### src/common/cpab_regs.svh
`ifndef CPAB_REGS_SVH
`define CPAB_REGS_SVH

// ---------------------------------------------------------------
// register map, byte addresses on the apb slave
// ---------------------------------------------------------------
`define CPAB_ADDR_W 8
`define CPAB_OFS_CTRL 8'h00
`define CPAB_OFS_WRITE_DATA 8'h04
`define CPAB_OFS_SHIFT 8'h08
`define CPAB_OFS_WORK_ONE 8'h0c
`define CPAB_OFS_WORK_TWO 8'h10

// ---------------------------------------------------------------
// fields and reset values
// ---------------------------------------------------------------
`define CPAB_CTRL_TESTER_EN 0
`define CPAB_CTRL_RESET 32'h0000_0001
`define CPAB_WORD_RESET 32'h0000_0000
`define CPAB_ZERO16 16'h0000

// ---------------------------------------------------------------
// datapath geometry
// ---------------------------------------------------------------
`define CPAB_BYTE_W 8
`define CPAB_HALF_W 16
`define CPAB_SHIFT_ONE 1
`define CPAB_SHIFT_NIBBLE 4

`endif

### src/common/cpab_pkg.sv
package cpab_pkg;

  // byte selection modes from the two microinstruction bits
  typedef enum logic [1:0] {
    CPAB_BSEL_ALL,
    CPAB_BSEL_SINGLE,
    CPAB_BSEL_PARTIAL,
    CPAB_BSEL_NONE
  } cpab_bsel_t;

  // byte rotator function select
  typedef enum logic [1:0] {
    CPAB_ROT_PASS,
    CPAB_ROT_SWAP16,
    CPAB_ROT_LEFT8,
    CPAB_ROT_RIGHT8
  } cpab_rot_t;

  // shift register function
  typedef enum logic [1:0] {
    CPAB_SHF_PASS,
    CPAB_SHF_RIGHT1,
    CPAB_SHF_RIGHT4,
    CPAB_SHF_LEFT4
  } cpab_shf_t;

  // a bus operand that feeds the shift register
  typedef enum logic [1:0] {
    CPAB_SRC_NONE,
    CPAB_SRC_WRITE_REG,
    CPAB_SRC_WORK_ONE,
    CPAB_SRC_WORK_TWO
  } cpab_src_t;

endpackage

### src/logic/cpab_datapath.sv
`timescale 1ns/10ps
`include "cpab_regs.svh"

module cpab_datapath #(
  parameter int DATA_W = 32
) (
  input wire logic core_clk_i,
  input wire logic reset_i,
  input wire logic [DATA_W-1:0] result_bus_data_i,
  input wire logic [DATA_W-1:0] memory_read_data_i,
  input wire logic mem_read_i,
  input wire logic load_rd_two_i,
  input wire logic load_rd_three_i,
  input wire logic load_write_reg_i,
  input wire logic load_mult_a_i,
  input wire logic load_mult_b_i,
  input wire logic rd_sel_three_i,
  input wire cpab_pkg::cpab_bsel_t byte_sel_i,
  input wire logic [2:0] operand_address_reg_one_lo_i,
  input wire cpab_pkg::cpab_rot_t rotate_func_i,
  input wire cpab_pkg::cpab_shf_t shift_func_i,
  input wire cpab_pkg::cpab_src_t shift_src_i,
  input wire logic work_sel_mult_i,
  input wire logic store_clock_op_i,
  input wire logic clock_to_high_i,
  input wire logic [15:0] prog_clock_i,
  input wire logic load_work_one_i,
  input wire logic load_work_two_i,
  input wire logic mult_xlate_op_i,
  input wire logic mult_ripple_op_i,
  input wire logic psel_i,
  input wire logic penable_i,
  input wire logic pwrite_i,
  input wire logic [`CPAB_ADDR_W-1:0] paddr_i,
  input wire logic [31:0] pwdata_i,
  output logic [DATA_W-1:0] a_mux_data_o,
  output logic [DATA_W-1:0] memory_write_data_o,
  output logic [DATA_W-1:0] tester_data_o,
  output logic pready_o,
  output logic [31:0] prdata_o,
  output logic pslverr_o
);
  import cpab_pkg::*;

  // -------------------------------------------------------------
  // helper functions
  // -------------------------------------------------------------
  function automatic logic [31:0] byte_mask(input cpab_bsel_t sel,
                                            input logic [2:0] adr);
    logic [31:0] m;
    m = 32'h0000_0000;
    for (int b = 0; b < 4; b++) begin
      unique case (sel)
        CPAB_BSEL_ALL: m[b*8 +: 8] = 8'hff;
        CPAB_BSEL_SINGLE: m[b*8 +: 8] = (2'(b) == adr[1:0]) ? 8'hff : 8'h00;
        // partial: tail from the offset, or head up to it when bit two set
        CPAB_BSEL_PARTIAL: m[b*8 +: 8] =
          (adr[2] ? (2'(b) <= adr[1:0]) : (2'(b) >= adr[1:0]))
          ? 8'hff : 8'h00;
        CPAB_BSEL_NONE: m[b*8 +: 8] = 8'h00;
      endcase
    end
    return m;
  endfunction
  // product from four 8x8 sections, summed like the board's adder stage
  function automatic logic [31:0] mult16(input logic [15:0] a,
                                         input logic [15:0] b);
    logic [31:0] ll, lh, hl, hh;
    // widen first: a bare 8x8 product inside a concatenation keeps 8 bits
    ll = {16'h0000, 16'(a[7:0]) * 16'(b[7:0])};
    lh = {16'h0000, 16'(a[7:0]) * 16'(b[15:8])};
    hl = {16'h0000, 16'(a[15:8]) * 16'(b[7:0])};
    hh = {16'h0000, 16'(a[15:8]) * 16'(b[15:8])};
    return ll + (lh << `CPAB_BYTE_W) + (hl << `CPAB_BYTE_W)
           + (hh << `CPAB_HALF_W);
  endfunction

  // -------------------------------------------------------------
  // declarations
  // -------------------------------------------------------------
  logic [DATA_W-1:0] in_mux, read_data_reg_two, read_data_reg_three;
  logic [DATA_W-1:0] write_data_reg, mult_buf_a_reg, mult_buf_b_reg;
  logic [2*DATA_W-1:0] memory_write_buffer_reg;
  logic [DATA_W-1:0] tester_reg, work_reg_one, work_reg_two, shift_reg;
  logic [DATA_W-1:0] shift_next, shift_in, selected_bytes, rotate_out;
  logic [DATA_W-1:0] a_mux_reg, product, work_next;
  logic [15:0] mult_op_a, mult_op_b;
  logic mult_buf_en, work_mux_en, apb_write;
  logic [31:0] ctrl_reg, prdata_reg;
  logic pready_reg, pslverr_reg;

  // -------------------------------------------------------------
  // input mux and memory data registers
  // -------------------------------------------------------------
  assign in_mux = mem_read_i ? memory_read_data_i
                             : result_bus_data_i;
  always_ff @(posedge core_clk_i or posedge reset_i) begin
    if (reset_i) begin
      read_data_reg_two <= `CPAB_WORD_RESET;
      read_data_reg_three <= `CPAB_WORD_RESET;
      write_data_reg <= `CPAB_WORD_RESET;
    end else begin
      if (load_rd_two_i) begin
        read_data_reg_two <= in_mux;
      end
      if (load_rd_three_i) begin
        read_data_reg_three <= in_mux;
      end
      if (load_write_reg_i) begin
        write_data_reg <= in_mux;
      end
    end
  end

  // -------------------------------------------------------------
  // byte selection and rotator
  // -------------------------------------------------------------
  // register choice comes from the memory controller gating
  assign selected_bytes = (rd_sel_three_i ? read_data_reg_three
                                          : read_data_reg_two)
                          & byte_mask(byte_sel_i,
                                      operand_address_reg_one_lo_i);
  always_comb begin
    unique case (rotate_func_i)
      CPAB_ROT_PASS: rotate_out = selected_bytes;
      CPAB_ROT_SWAP16: rotate_out = {selected_bytes[15:0],
                                     selected_bytes[31:16]};
      CPAB_ROT_LEFT8: rotate_out = {selected_bytes[23:0],
                                    selected_bytes[31:24]};
      CPAB_ROT_RIGHT8: rotate_out = {selected_bytes[7:0],
                                     selected_bytes[31:8]};
    endcase
  end
  always_ff @(posedge core_clk_i or posedge reset_i) begin
    if (reset_i) begin
      a_mux_reg <= `CPAB_WORD_RESET;
    end else begin
      a_mux_reg <= rotate_out | shift_reg;
    end
  end

  // -------------------------------------------------------------
  // write buffer toward memory and tester copy
  // -------------------------------------------------------------
  // tester copy can be frozen by software to inspect a captured word
  always_ff @(posedge core_clk_i or posedge reset_i) begin
    if (reset_i) begin
      memory_write_buffer_reg <= {`CPAB_WORD_RESET, `CPAB_WORD_RESET};
      tester_reg <= `CPAB_WORD_RESET;
    end else begin
      memory_write_buffer_reg <= {2{write_data_reg}};
      if (ctrl_reg[`CPAB_CTRL_TESTER_EN]) begin
        tester_reg <= write_data_reg;
      end
    end
  end

  // -------------------------------------------------------------
  // multiplier buffers and multiplier
  // -------------------------------------------------------------
  always_ff @(posedge core_clk_i or posedge reset_i) begin
    if (reset_i) begin
      mult_buf_a_reg <= `CPAB_WORD_RESET;
      mult_buf_b_reg <= `CPAB_WORD_RESET;
    end else begin
      if (load_mult_a_i) begin
        mult_buf_a_reg <= in_mux;
      end
      if (load_mult_b_i) begin
        mult_buf_b_reg <= write_data_reg;
      end
    end
  end
  assign mult_buf_en = mult_xlate_op_i | mult_ripple_op_i;
  assign mult_op_a = mult_buf_en ? mult_buf_a_reg[15:0] : `CPAB_ZERO16;
  assign mult_op_b = mult_buf_en ? mult_buf_b_reg[15:0] : `CPAB_ZERO16;
  assign product = mult16(mult_op_a, mult_op_b);

  // -------------------------------------------------------------
  // work muxes and work registers
  // -------------------------------------------------------------
  assign work_mux_en = !store_clock_op_i;
  always_comb begin
    work_next = `CPAB_WORD_RESET;
    if (work_mux_en) begin
      // both halves share one select, as the two muxes do
      work_next[31:16] = work_sel_mult_i ? product[31:16]
                                         : result_bus_data_i[31:16];
      work_next[15:0] = work_sel_mult_i ? product[15:0]
                                        : result_bus_data_i[15:0];
    end else if (clock_to_high_i) begin
      work_next[31:16] = prog_clock_i;
    end else begin
      work_next[15:0] = prog_clock_i;
    end
  end
  always_ff @(posedge core_clk_i or posedge reset_i) begin
    if (reset_i) begin
      work_reg_one <= `CPAB_WORD_RESET;
      work_reg_two <= `CPAB_WORD_RESET;
    end else begin
      if (load_work_one_i) begin
        work_reg_one <= work_next;
      end
      if (load_work_two_i) begin
        work_reg_two <= work_next;
      end
    end
  end

  // -------------------------------------------------------------
  // shift register
  // -------------------------------------------------------------
  // with no a bus operand the shifter works on its own content
  always_comb begin
    unique case (shift_src_i)
      CPAB_SRC_NONE: shift_in = shift_reg;
      CPAB_SRC_WRITE_REG: shift_in = write_data_reg;
      CPAB_SRC_WORK_ONE: shift_in = work_reg_one;
      CPAB_SRC_WORK_TWO: shift_in = work_reg_two;
    endcase
  end
  always_comb begin
    unique case (shift_func_i)
      CPAB_SHF_PASS: shift_next = shift_in;
      CPAB_SHF_RIGHT1: shift_next = shift_in >> `CPAB_SHIFT_ONE;
      CPAB_SHF_RIGHT4: shift_next = shift_in >> `CPAB_SHIFT_NIBBLE;
      CPAB_SHF_LEFT4: shift_next = shift_in << `CPAB_SHIFT_NIBBLE;
    endcase
  end
  always_ff @(posedge core_clk_i or posedge reset_i) begin
    if (reset_i) begin
      shift_reg <= `CPAB_WORD_RESET;
    end else begin
      shift_reg <= shift_next;
    end
  end

  // -------------------------------------------------------------
  // apb slave
  // -------------------------------------------------------------
  // zero wait state: ready rises in the first access cycle
  assign apb_write = psel_i & penable_i & pwrite_i & pready_reg;
  always_ff @(posedge core_clk_i or posedge reset_i) begin
    if (reset_i) begin
      ctrl_reg <= `CPAB_CTRL_RESET;
    end else if (apb_write && paddr_i == `CPAB_OFS_CTRL) begin
      ctrl_reg <= {31'h0, pwdata_i[`CPAB_CTRL_TESTER_EN]};
    end
  end
  always_ff @(posedge core_clk_i or posedge reset_i) begin
    if (reset_i) begin
      pready_reg <= 1'b0;
      prdata_reg <= `CPAB_WORD_RESET;
      pslverr_reg <= 1'b0;
    end else begin
      pready_reg <= psel_i & ~penable_i;
      pslverr_reg <= 1'b0;
      prdata_reg <= `CPAB_WORD_RESET;
      if (psel_i && !penable_i) begin
        unique case (paddr_i)
          `CPAB_OFS_CTRL: prdata_reg <= ctrl_reg;
          `CPAB_OFS_WRITE_DATA: prdata_reg <= write_data_reg;
          `CPAB_OFS_SHIFT: prdata_reg <= shift_reg;
          `CPAB_OFS_WORK_ONE: prdata_reg <= work_reg_one;
          `CPAB_OFS_WORK_TWO: prdata_reg <= work_reg_two;
          default: pslverr_reg <= 1'b1;
        endcase
      end
    end
  end
  assign a_mux_data_o = a_mux_reg;
  assign memory_write_data_o = memory_write_buffer_reg[31:0];
  assign tester_data_o = tester_reg;
  assign pready_o = pready_reg;
  assign prdata_o = prdata_reg;
  assign pslverr_o = pslverr_reg;

  // -------------------------------------------------------------
  // assertions
  // -------------------------------------------------------------
  AST_MEM_READ_PATH: assert property (
    @(posedge core_clk_i) disable iff (reset_i)
    mem_read_i && load_write_reg_i |=>
      write_data_reg == $past(memory_read_data_i))
    else $error("memory read data not taken by input mux");
  AST_DEFAULT_PATH: assert property (
    @(posedge core_clk_i) disable iff (reset_i)
    !mem_read_i && load_rd_two_i |=>
      read_data_reg_two == $past(result_bus_data_i))
    else $error("result bus not default input");
  AST_WRITE_OUT: assert property (
    @(posedge core_clk_i) disable iff (reset_i)
    mem_read_i && load_write_reg_i |=>
      ##1 memory_write_data_o == $past(memory_read_data_i, 2))
    else $error("write data late or wrong toward memory");
  AST_SWAP16: assert property (
    @(posedge core_clk_i) disable iff (reset_i)
    rotate_func_i == CPAB_ROT_SWAP16 && byte_sel_i == CPAB_BSEL_ALL &&
    !rd_sel_three_i |=>
      a_mux_data_o == ({$past(read_data_reg_two[15:0]),
                        $past(read_data_reg_two[31:16])}
                       | $past(shift_reg)))
    else $error("halfword swap wrong on a mux");
  AST_SINGLE_BYTE: assert property (
    @(posedge core_clk_i) disable iff (reset_i)
    byte_sel_i == CPAB_BSEL_SINGLE |->
      (selected_bytes & ~(32'h0000_00ff <<
       {operand_address_reg_one_lo_i[1:0], 3'b000})) == 32'h0000_0000)
    else $error("single byte selection leaked other bytes");
  AST_SHIFT_RIGHT1: assert property (
    @(posedge core_clk_i) disable iff (reset_i)
    shift_func_i == CPAB_SHF_RIGHT1 && shift_src_i == CPAB_SRC_WORK_ONE
    |=> shift_reg == ($past(work_reg_one) >> 1))
    else $error("shift right one wrong");
  AST_STORE_CLOCK: assert property (
    @(posedge core_clk_i) disable iff (reset_i)
    store_clock_op_i && clock_to_high_i && load_work_two_i |=>
      work_reg_two == {$past(prog_clock_i), 16'h0000})
    else $error("work mux not disabled during clock store");
  AST_PRODUCT: assert property (
    @(posedge core_clk_i) disable iff (reset_i)
    mult_ripple_op_i && work_sel_mult_i && !store_clock_op_i &&
    load_work_one_i |=>
      work_reg_one == $past(mult_buf_a_reg[15:0]) *
                      $past(mult_buf_b_reg[15:0]))
    else $error("product wrong in work register");
  AST_MULT_OFF: assert property (
    @(posedge core_clk_i) disable iff (reset_i)
    !mult_xlate_op_i && !mult_ripple_op_i && work_sel_mult_i &&
    !store_clock_op_i && load_work_one_i |=> work_reg_one == 32'h0000_0000)
    else $error("multiplier buffers drove while disabled");
  AST_APB_READY: assert property (
    @(posedge core_clk_i) disable iff (reset_i)
    psel_i && !penable_i |=> pready_o ##1 !pready_o)
    else $error("apb ready not a single cycle after setup");

endmodule

### config.mk
export PLATFORM = sky130hd
export DESIGN_NAME = cpab_datapath
export DESIGN_NICKNAME = d
export VERILOG_FILES = /design/src/common/cpab_pkg.sv /design/src/logic/cpab_datapath.sv
export VERILOG_INCLUDE_DIRS = /design/src /design/src/common
export SDC_FILE = /design/constraint.sdc
export NUM_CORES = 2
export LEC_CHECK = 0
export BUFFER_PORTS_ARGS = -buffer_cell sky130_fd_sc_hd__buf_2
export CORE_ASPECT_RATIO = 2
export CORE_MARGIN = 2
export CORE_UTILIZATION = 65
export CTS_CLUSTER_DIAMETER = 100
export CTS_CLUSTER_SIZE = 12
export DETAILED_ROUTE_END_ITERATION = 6
export PLACE_DENSITY = 0.91
export SLEW_MARGIN = 20
export SYNTH_ARGS = -nofsm -noshare
export SYNTH_HDL_FRONTEND = slang
export SYNTH_SLANG_ARGS = --single-unit
### constraint.sdc
create_clock -name core_clk_i -period 30.7 [get_ports core_clk_i]
set_clock_uncertainty 0.2 [all_clocks]
set_input_delay 0 -clock core_clk_i [delete_from_list [all_inputs] [get_ports core_clk_i]]
set_output_delay 0 -clock core_clk_i [all_outputs]
set_load 0.02 [all_outputs]
==> impl_table.tex <==
\begin{tabular}{lr}
\hline
Metric & Value \\
\hline
\multicolumn{2}{l}{\textbf{Run status}} \\
Run status & finished with violations \\
Violated checks & design-rule violations \\
\multicolumn{2}{l}{\textbf{Logic synthesis}} \\
Count of flip-flops with a built-in enable after synthesis & 0 \\
Mean area per synthesized cell & between 10 and 15 sq um \\
Post-synth design cell area & 0.0263 sq mm \\
Synth top area cells & sky130\_fd\_sc\_hd\_\_dfrtp\_1 (34\%), sky130\_fd\_sc\_hd\_\_fa\_1 (13\%), sky130\_fd\_sc\_hd\_\_ha\_1 (8.7\%) \\
Yosys top cell by area & sky130\_fd\_sc\_hd\_\_dfrtp\_1 \\
Netlist cell types & between 60 and 70 \\
Nets in the synthesized netlist & slightly above 3,000 \\
Post-Syn Instances & roughly 2,600 \\
Most used standard cell by instance count after synthesis & sky130\_fd\_sc\_hd\_\_dfrtp\_1 \\
Main flop type after synthesis & sky130\_fd\_sc\_hd\_\_dfrtp\_1 \\
Post-synthesis async set-or-reset flop share & 100\% \\
Commonest cells post-synth & sky130\_fd\_sc\_hd\_\_dfrtp\_1 (354), sky130\_fd\_sc\_hd\_\_inv\_1 (282), sky130\_fd\_sc\_hd\_\_nor2\_1 (214), sky130\_fd\_sc\_hd\_\_a21oi\_1 (196), sky130\_fd\_sc\_hd\_\_and3\_1 (184) \\
Proportion of synthesized chip area in sequential cells & between 30\% and 40\% \\
Count of yosys warnings during synthesis & 0 \\
Number of synthesized register bits & roughly 360 \\
Fraction of synthesized cell area taken by the top area cell type & about a third \\
\multicolumn{2}{l}{\textbf{Drt}} \\
Count of TritonRoute iterations in the first routing pass & 7 \\
DRT Wirelength & just over 90,000 um \\
Via count normalized by instance count & 6.81 \\
Number of violations reported at the end of detailed-routing iteration 0 & $\sim$2,400 \\
Number of antenna-violating nets in the routed design & 0 \\
Total number of vias & $\sim$23,000 \\
Detailed-route DRC error count & 10 \\
Wirelength per Cell & 27.2 um \\
\multicolumn{2}{l}{\textbf{Clocking}} \\
Max Root-Sink Buffers & 3 \\
TritonCTS clock tree & built \\
Gates resized, CTS repair & 0 \\
CTS Buf Count & 35 \\
Number of setup buffers added after CTS & 0 \\
Clock H-tree levels & 2 \\
Cell at the root of the clock tree & sky130\_fd\_sc\_hd\_\_clkbuf\_16 \\
Clock transition at the registers of the reported paths & approximately 70 ps \\
Clock tree sinks & between 300 and 400 \\
Number of hold buffers added after cts & about 130 \\
Insertion delay to the later sink of the worst-skew pair & between 500 and 600 ps \\
\multicolumn{2}{l}{\textbf{Global route}} \\
GRT overflow & 0 \\
Number of antenna violations at the first check in global routing & 3 \\
Vias in the first global route & 24,300 \\
Total routing usage reported by global routing & between 40 and 50\% \\
Maximum number of pins on one net before global-route repair & $\sim$120 \\
First-pass GRT wire length & between 100,000 and 150,000 um \\
\multicolumn{2}{l}{\textbf{Timing}} \\
Peak Freq & about 110 MHz \\
Shortest clock period the worst path allows after layout & 9340 ps \\
Final hold violation count & 0 \\
Final critical-path share of the clock period & a little under a third \\
Final-layout setup total negative slack & 0 ps \\
Slew HR & a little over a quarter \\
Final-report max-slew violation count & 0 \\
Setup repair after global routing missed its margin & no \\
Transition at the pin with the smallest max-transition slack & about 1100 ps \\
Number of endpoints failing setup at the final stage & 0 \\
\multicolumn{2}{l}{\textbf{Floorplanning}} \\
Die height & a little under 300 um \\
Total Die Area & between 0.04 and 0.05 sq mm \\
Chip Width & between 100 and 150 um \\
Placeable core region & between 0.04 and 0.05 sq mm \\
Row count & 104 \\
Starting density of the core & between 60\% and 70\% \\
Number of top-level pins & 280 \\
\multicolumn{2}{l}{\textbf{Placement}} \\
Port-buffer cells & $\sim$250 \\
Sum of net half-perimeters after detailed placement & about 63,000 um \\
Placed Instances & $\sim$3,200 \\
Weighted congestion at the end of routability-driven global placement & between 0.9 and 1 \\
\multicolumn{2}{l}{\textbf{Critical path}} \\
Critical path class & input pin to flip-flop \\
Maximum single-stage delay on the critical path & between 700 and 800 ps \\
Length in cells of the worst reg-to-reg path & 33 \\
Slowest cell on crit path & sky130\_fd\_sc\_hd\_\_buf\_4 \\
Worst reg-to-reg setup slack & approximately 21,000 ps \\
Highest net fanout along the worst path & 117 \\
Arrival time reported for the critical path endpoint & about 9600 ps \\
Required time of the worst setup path & roughly 31,000 ps \\
Kind of end point of the critical path & flip-flop \\
Startpoint types & input pin \\
\multicolumn{2}{l}{\textbf{Layout}} \\
Filler cells & about 2,600 \\
Share of post-route cells with drive strength above 1 & between 10\% and 20\% \\
Post-synthesis to final-layout area growth & 14.1\% \\
Net count, final & approximately 3,300 \\
Multi-input logic area & $\sim$0.016 sq mm \\
Non-filler cells, final & 3,378 \\
FF/Latch Area & $\sim$0.0089 sq mm \\
\multicolumn{2}{l}{\textbf{Job}} \\
Max Cap Viol & 0 \\
\multicolumn{2}{l}{\textbf{Worst hold path}} \\
Worst min path class & input pin to async pin \\
\hline
\end{tabular}
worst paths after layout:
check,start,endpoint
worst max-delay path,mult_xlate_op_i,work_reg_two[31]
max in group asynchronous,reset_i,work_reg_two[26]
min in group core_clk_i,rotate_func_i[0],a_mux_data_o[21]
worst max register to register,mult_buf_a_reg[12],work_reg_one[30]
worst min register to register,write_data_reg[27],memory_write_buffer_reg[27]
worst min-delay path,reset_i,work_reg_one[3]
cell families after synthesis:
| logic type | synth area share, % |
|---|---|
| adders and majority gates | 21.5 |
| muxes | 14.2 |
| xor gates and xnor gates | 1.63 |
| and+or+nand+nor | 12.9 |
| buffers and inverters | 6.55 |
| DFF | 33.8 |
| AOI/OAI and AO/OA | 9.40 |
routing by layer:
metal | share of wire [%] | global-route usage [%] | up-vias
met5 | 0.042 | 0 | -
met4 | 12 | 44.2 | 6
met3 | 11 | 10.1 | 671
met2 | 48 | 72.5 | 1843
met1 | 29 | 45.3 | 11100
li1 | - | - | 9351
layout make-up:
class	instances	share of cell area (%)
Tap cell	530	2.21
Inverter	282	3.55
Multi-Input combinational cell	1765	52.4
Clock buffer	44	3.10
Sequential cell	355	29.6
Clock inverter	3	0.108
Timing Repair Buffer	397	8.96
Antenna cell	2	0.0167
critical path: cells and delay by family:
kind | cells | cell delay [ps]
fa+ha+maj | 9 | 3390
compound gates | 7 | 2480
buf+inv | 9 | 1810
simple gates | 3 | 1140
xor+xnor | 2 | 650
layout by cell type (no fill, tap or decap), types with 11 or more instances in the layout:
master | Yosys | final
sky130_fd_sc_hd__nor2_1 | 214 | 214
sky130_fd_sc_hd__nor2b_1 | 14 | 13
sky130_fd_sc_hd__inv_1 | 282 | 281
sky130_fd_sc_hd__dlygate4sd3_1 | 0 | 129
sky130_fd_sc_hd__clkbuf_16 | 0 | 36
sky130_fd_sc_hd__a31oi_1 | 12 | 12
sky130_fd_sc_hd__nor3_1 | 12 | 11
sky130_fd_sc_hd__buf_4 | 1 | 22
sky130_fd_sc_hd__nand2b_1 | 35 | 35
sky130_fd_sc_hd__nand3_1 | 64 | 64
sky130_fd_sc_hd__nand2_1 | 102 | 102
sky130_fd_sc_hd__a21oi_1 | 196 | 196
sky130_fd_sc_hd__o21ai_0 | 42 | 42
sky130_fd_sc_hd__or3_1 | 12 | 12
sky130_fd_sc_hd__dfrtp_1 | 354 | 354
sky130_fd_sc_hd__o21ai_1 | 14 | 13
sky130_fd_sc_hd__ha_1 | 183 | 183
sky130_fd_sc_hd__a21o_1 | 16 | 16
sky130_fd_sc_hd__and2_1 | 11 | 11
sky130_fd_sc_hd__buf_2 | 4 | 246
sky130_fd_sc_hd__o21bai_1 | 12 | 12
sky130_fd_sc_hd__a211oi_1 | 11 | 11
sky130_fd_sc_hd__and3_1 | 184 | 184
sky130_fd_sc_hd__mux2i_1 | 101 | 95
sky130_fd_sc_hd__xor2_1 | 15 | 15
sky130_fd_sc_hd__fa_1 | 168 | 168
sky130_fd_sc_hd__mux2_2 | 128 | 128
sky130_fd_sc_hd__a222oi_1 | 33 | 33
sky130_fd_sc_hd__mux4_2 | 57 | 57
sky130_fd_sc_hd__xnor2_1 | 34 | 34
stage by stage:
step	hold WS, ps	worst slack [ps]	utilization (%)	cell area [sq um]
after detailed placement	43.5	21670	69.2	27700
after CTS	17.9	21610	74.7	30000
final	13.3	21360	74.9	30000
after floorplan	-49.0	20650	-	26300
after global routing	20.9	20930	74.9	30000
after global placement	17.1	21920	69.2	27700
Power is left out: the tool's default activity adds up to more than one toggle a clock period on the data nets, which glitch-free logic cannot reach.
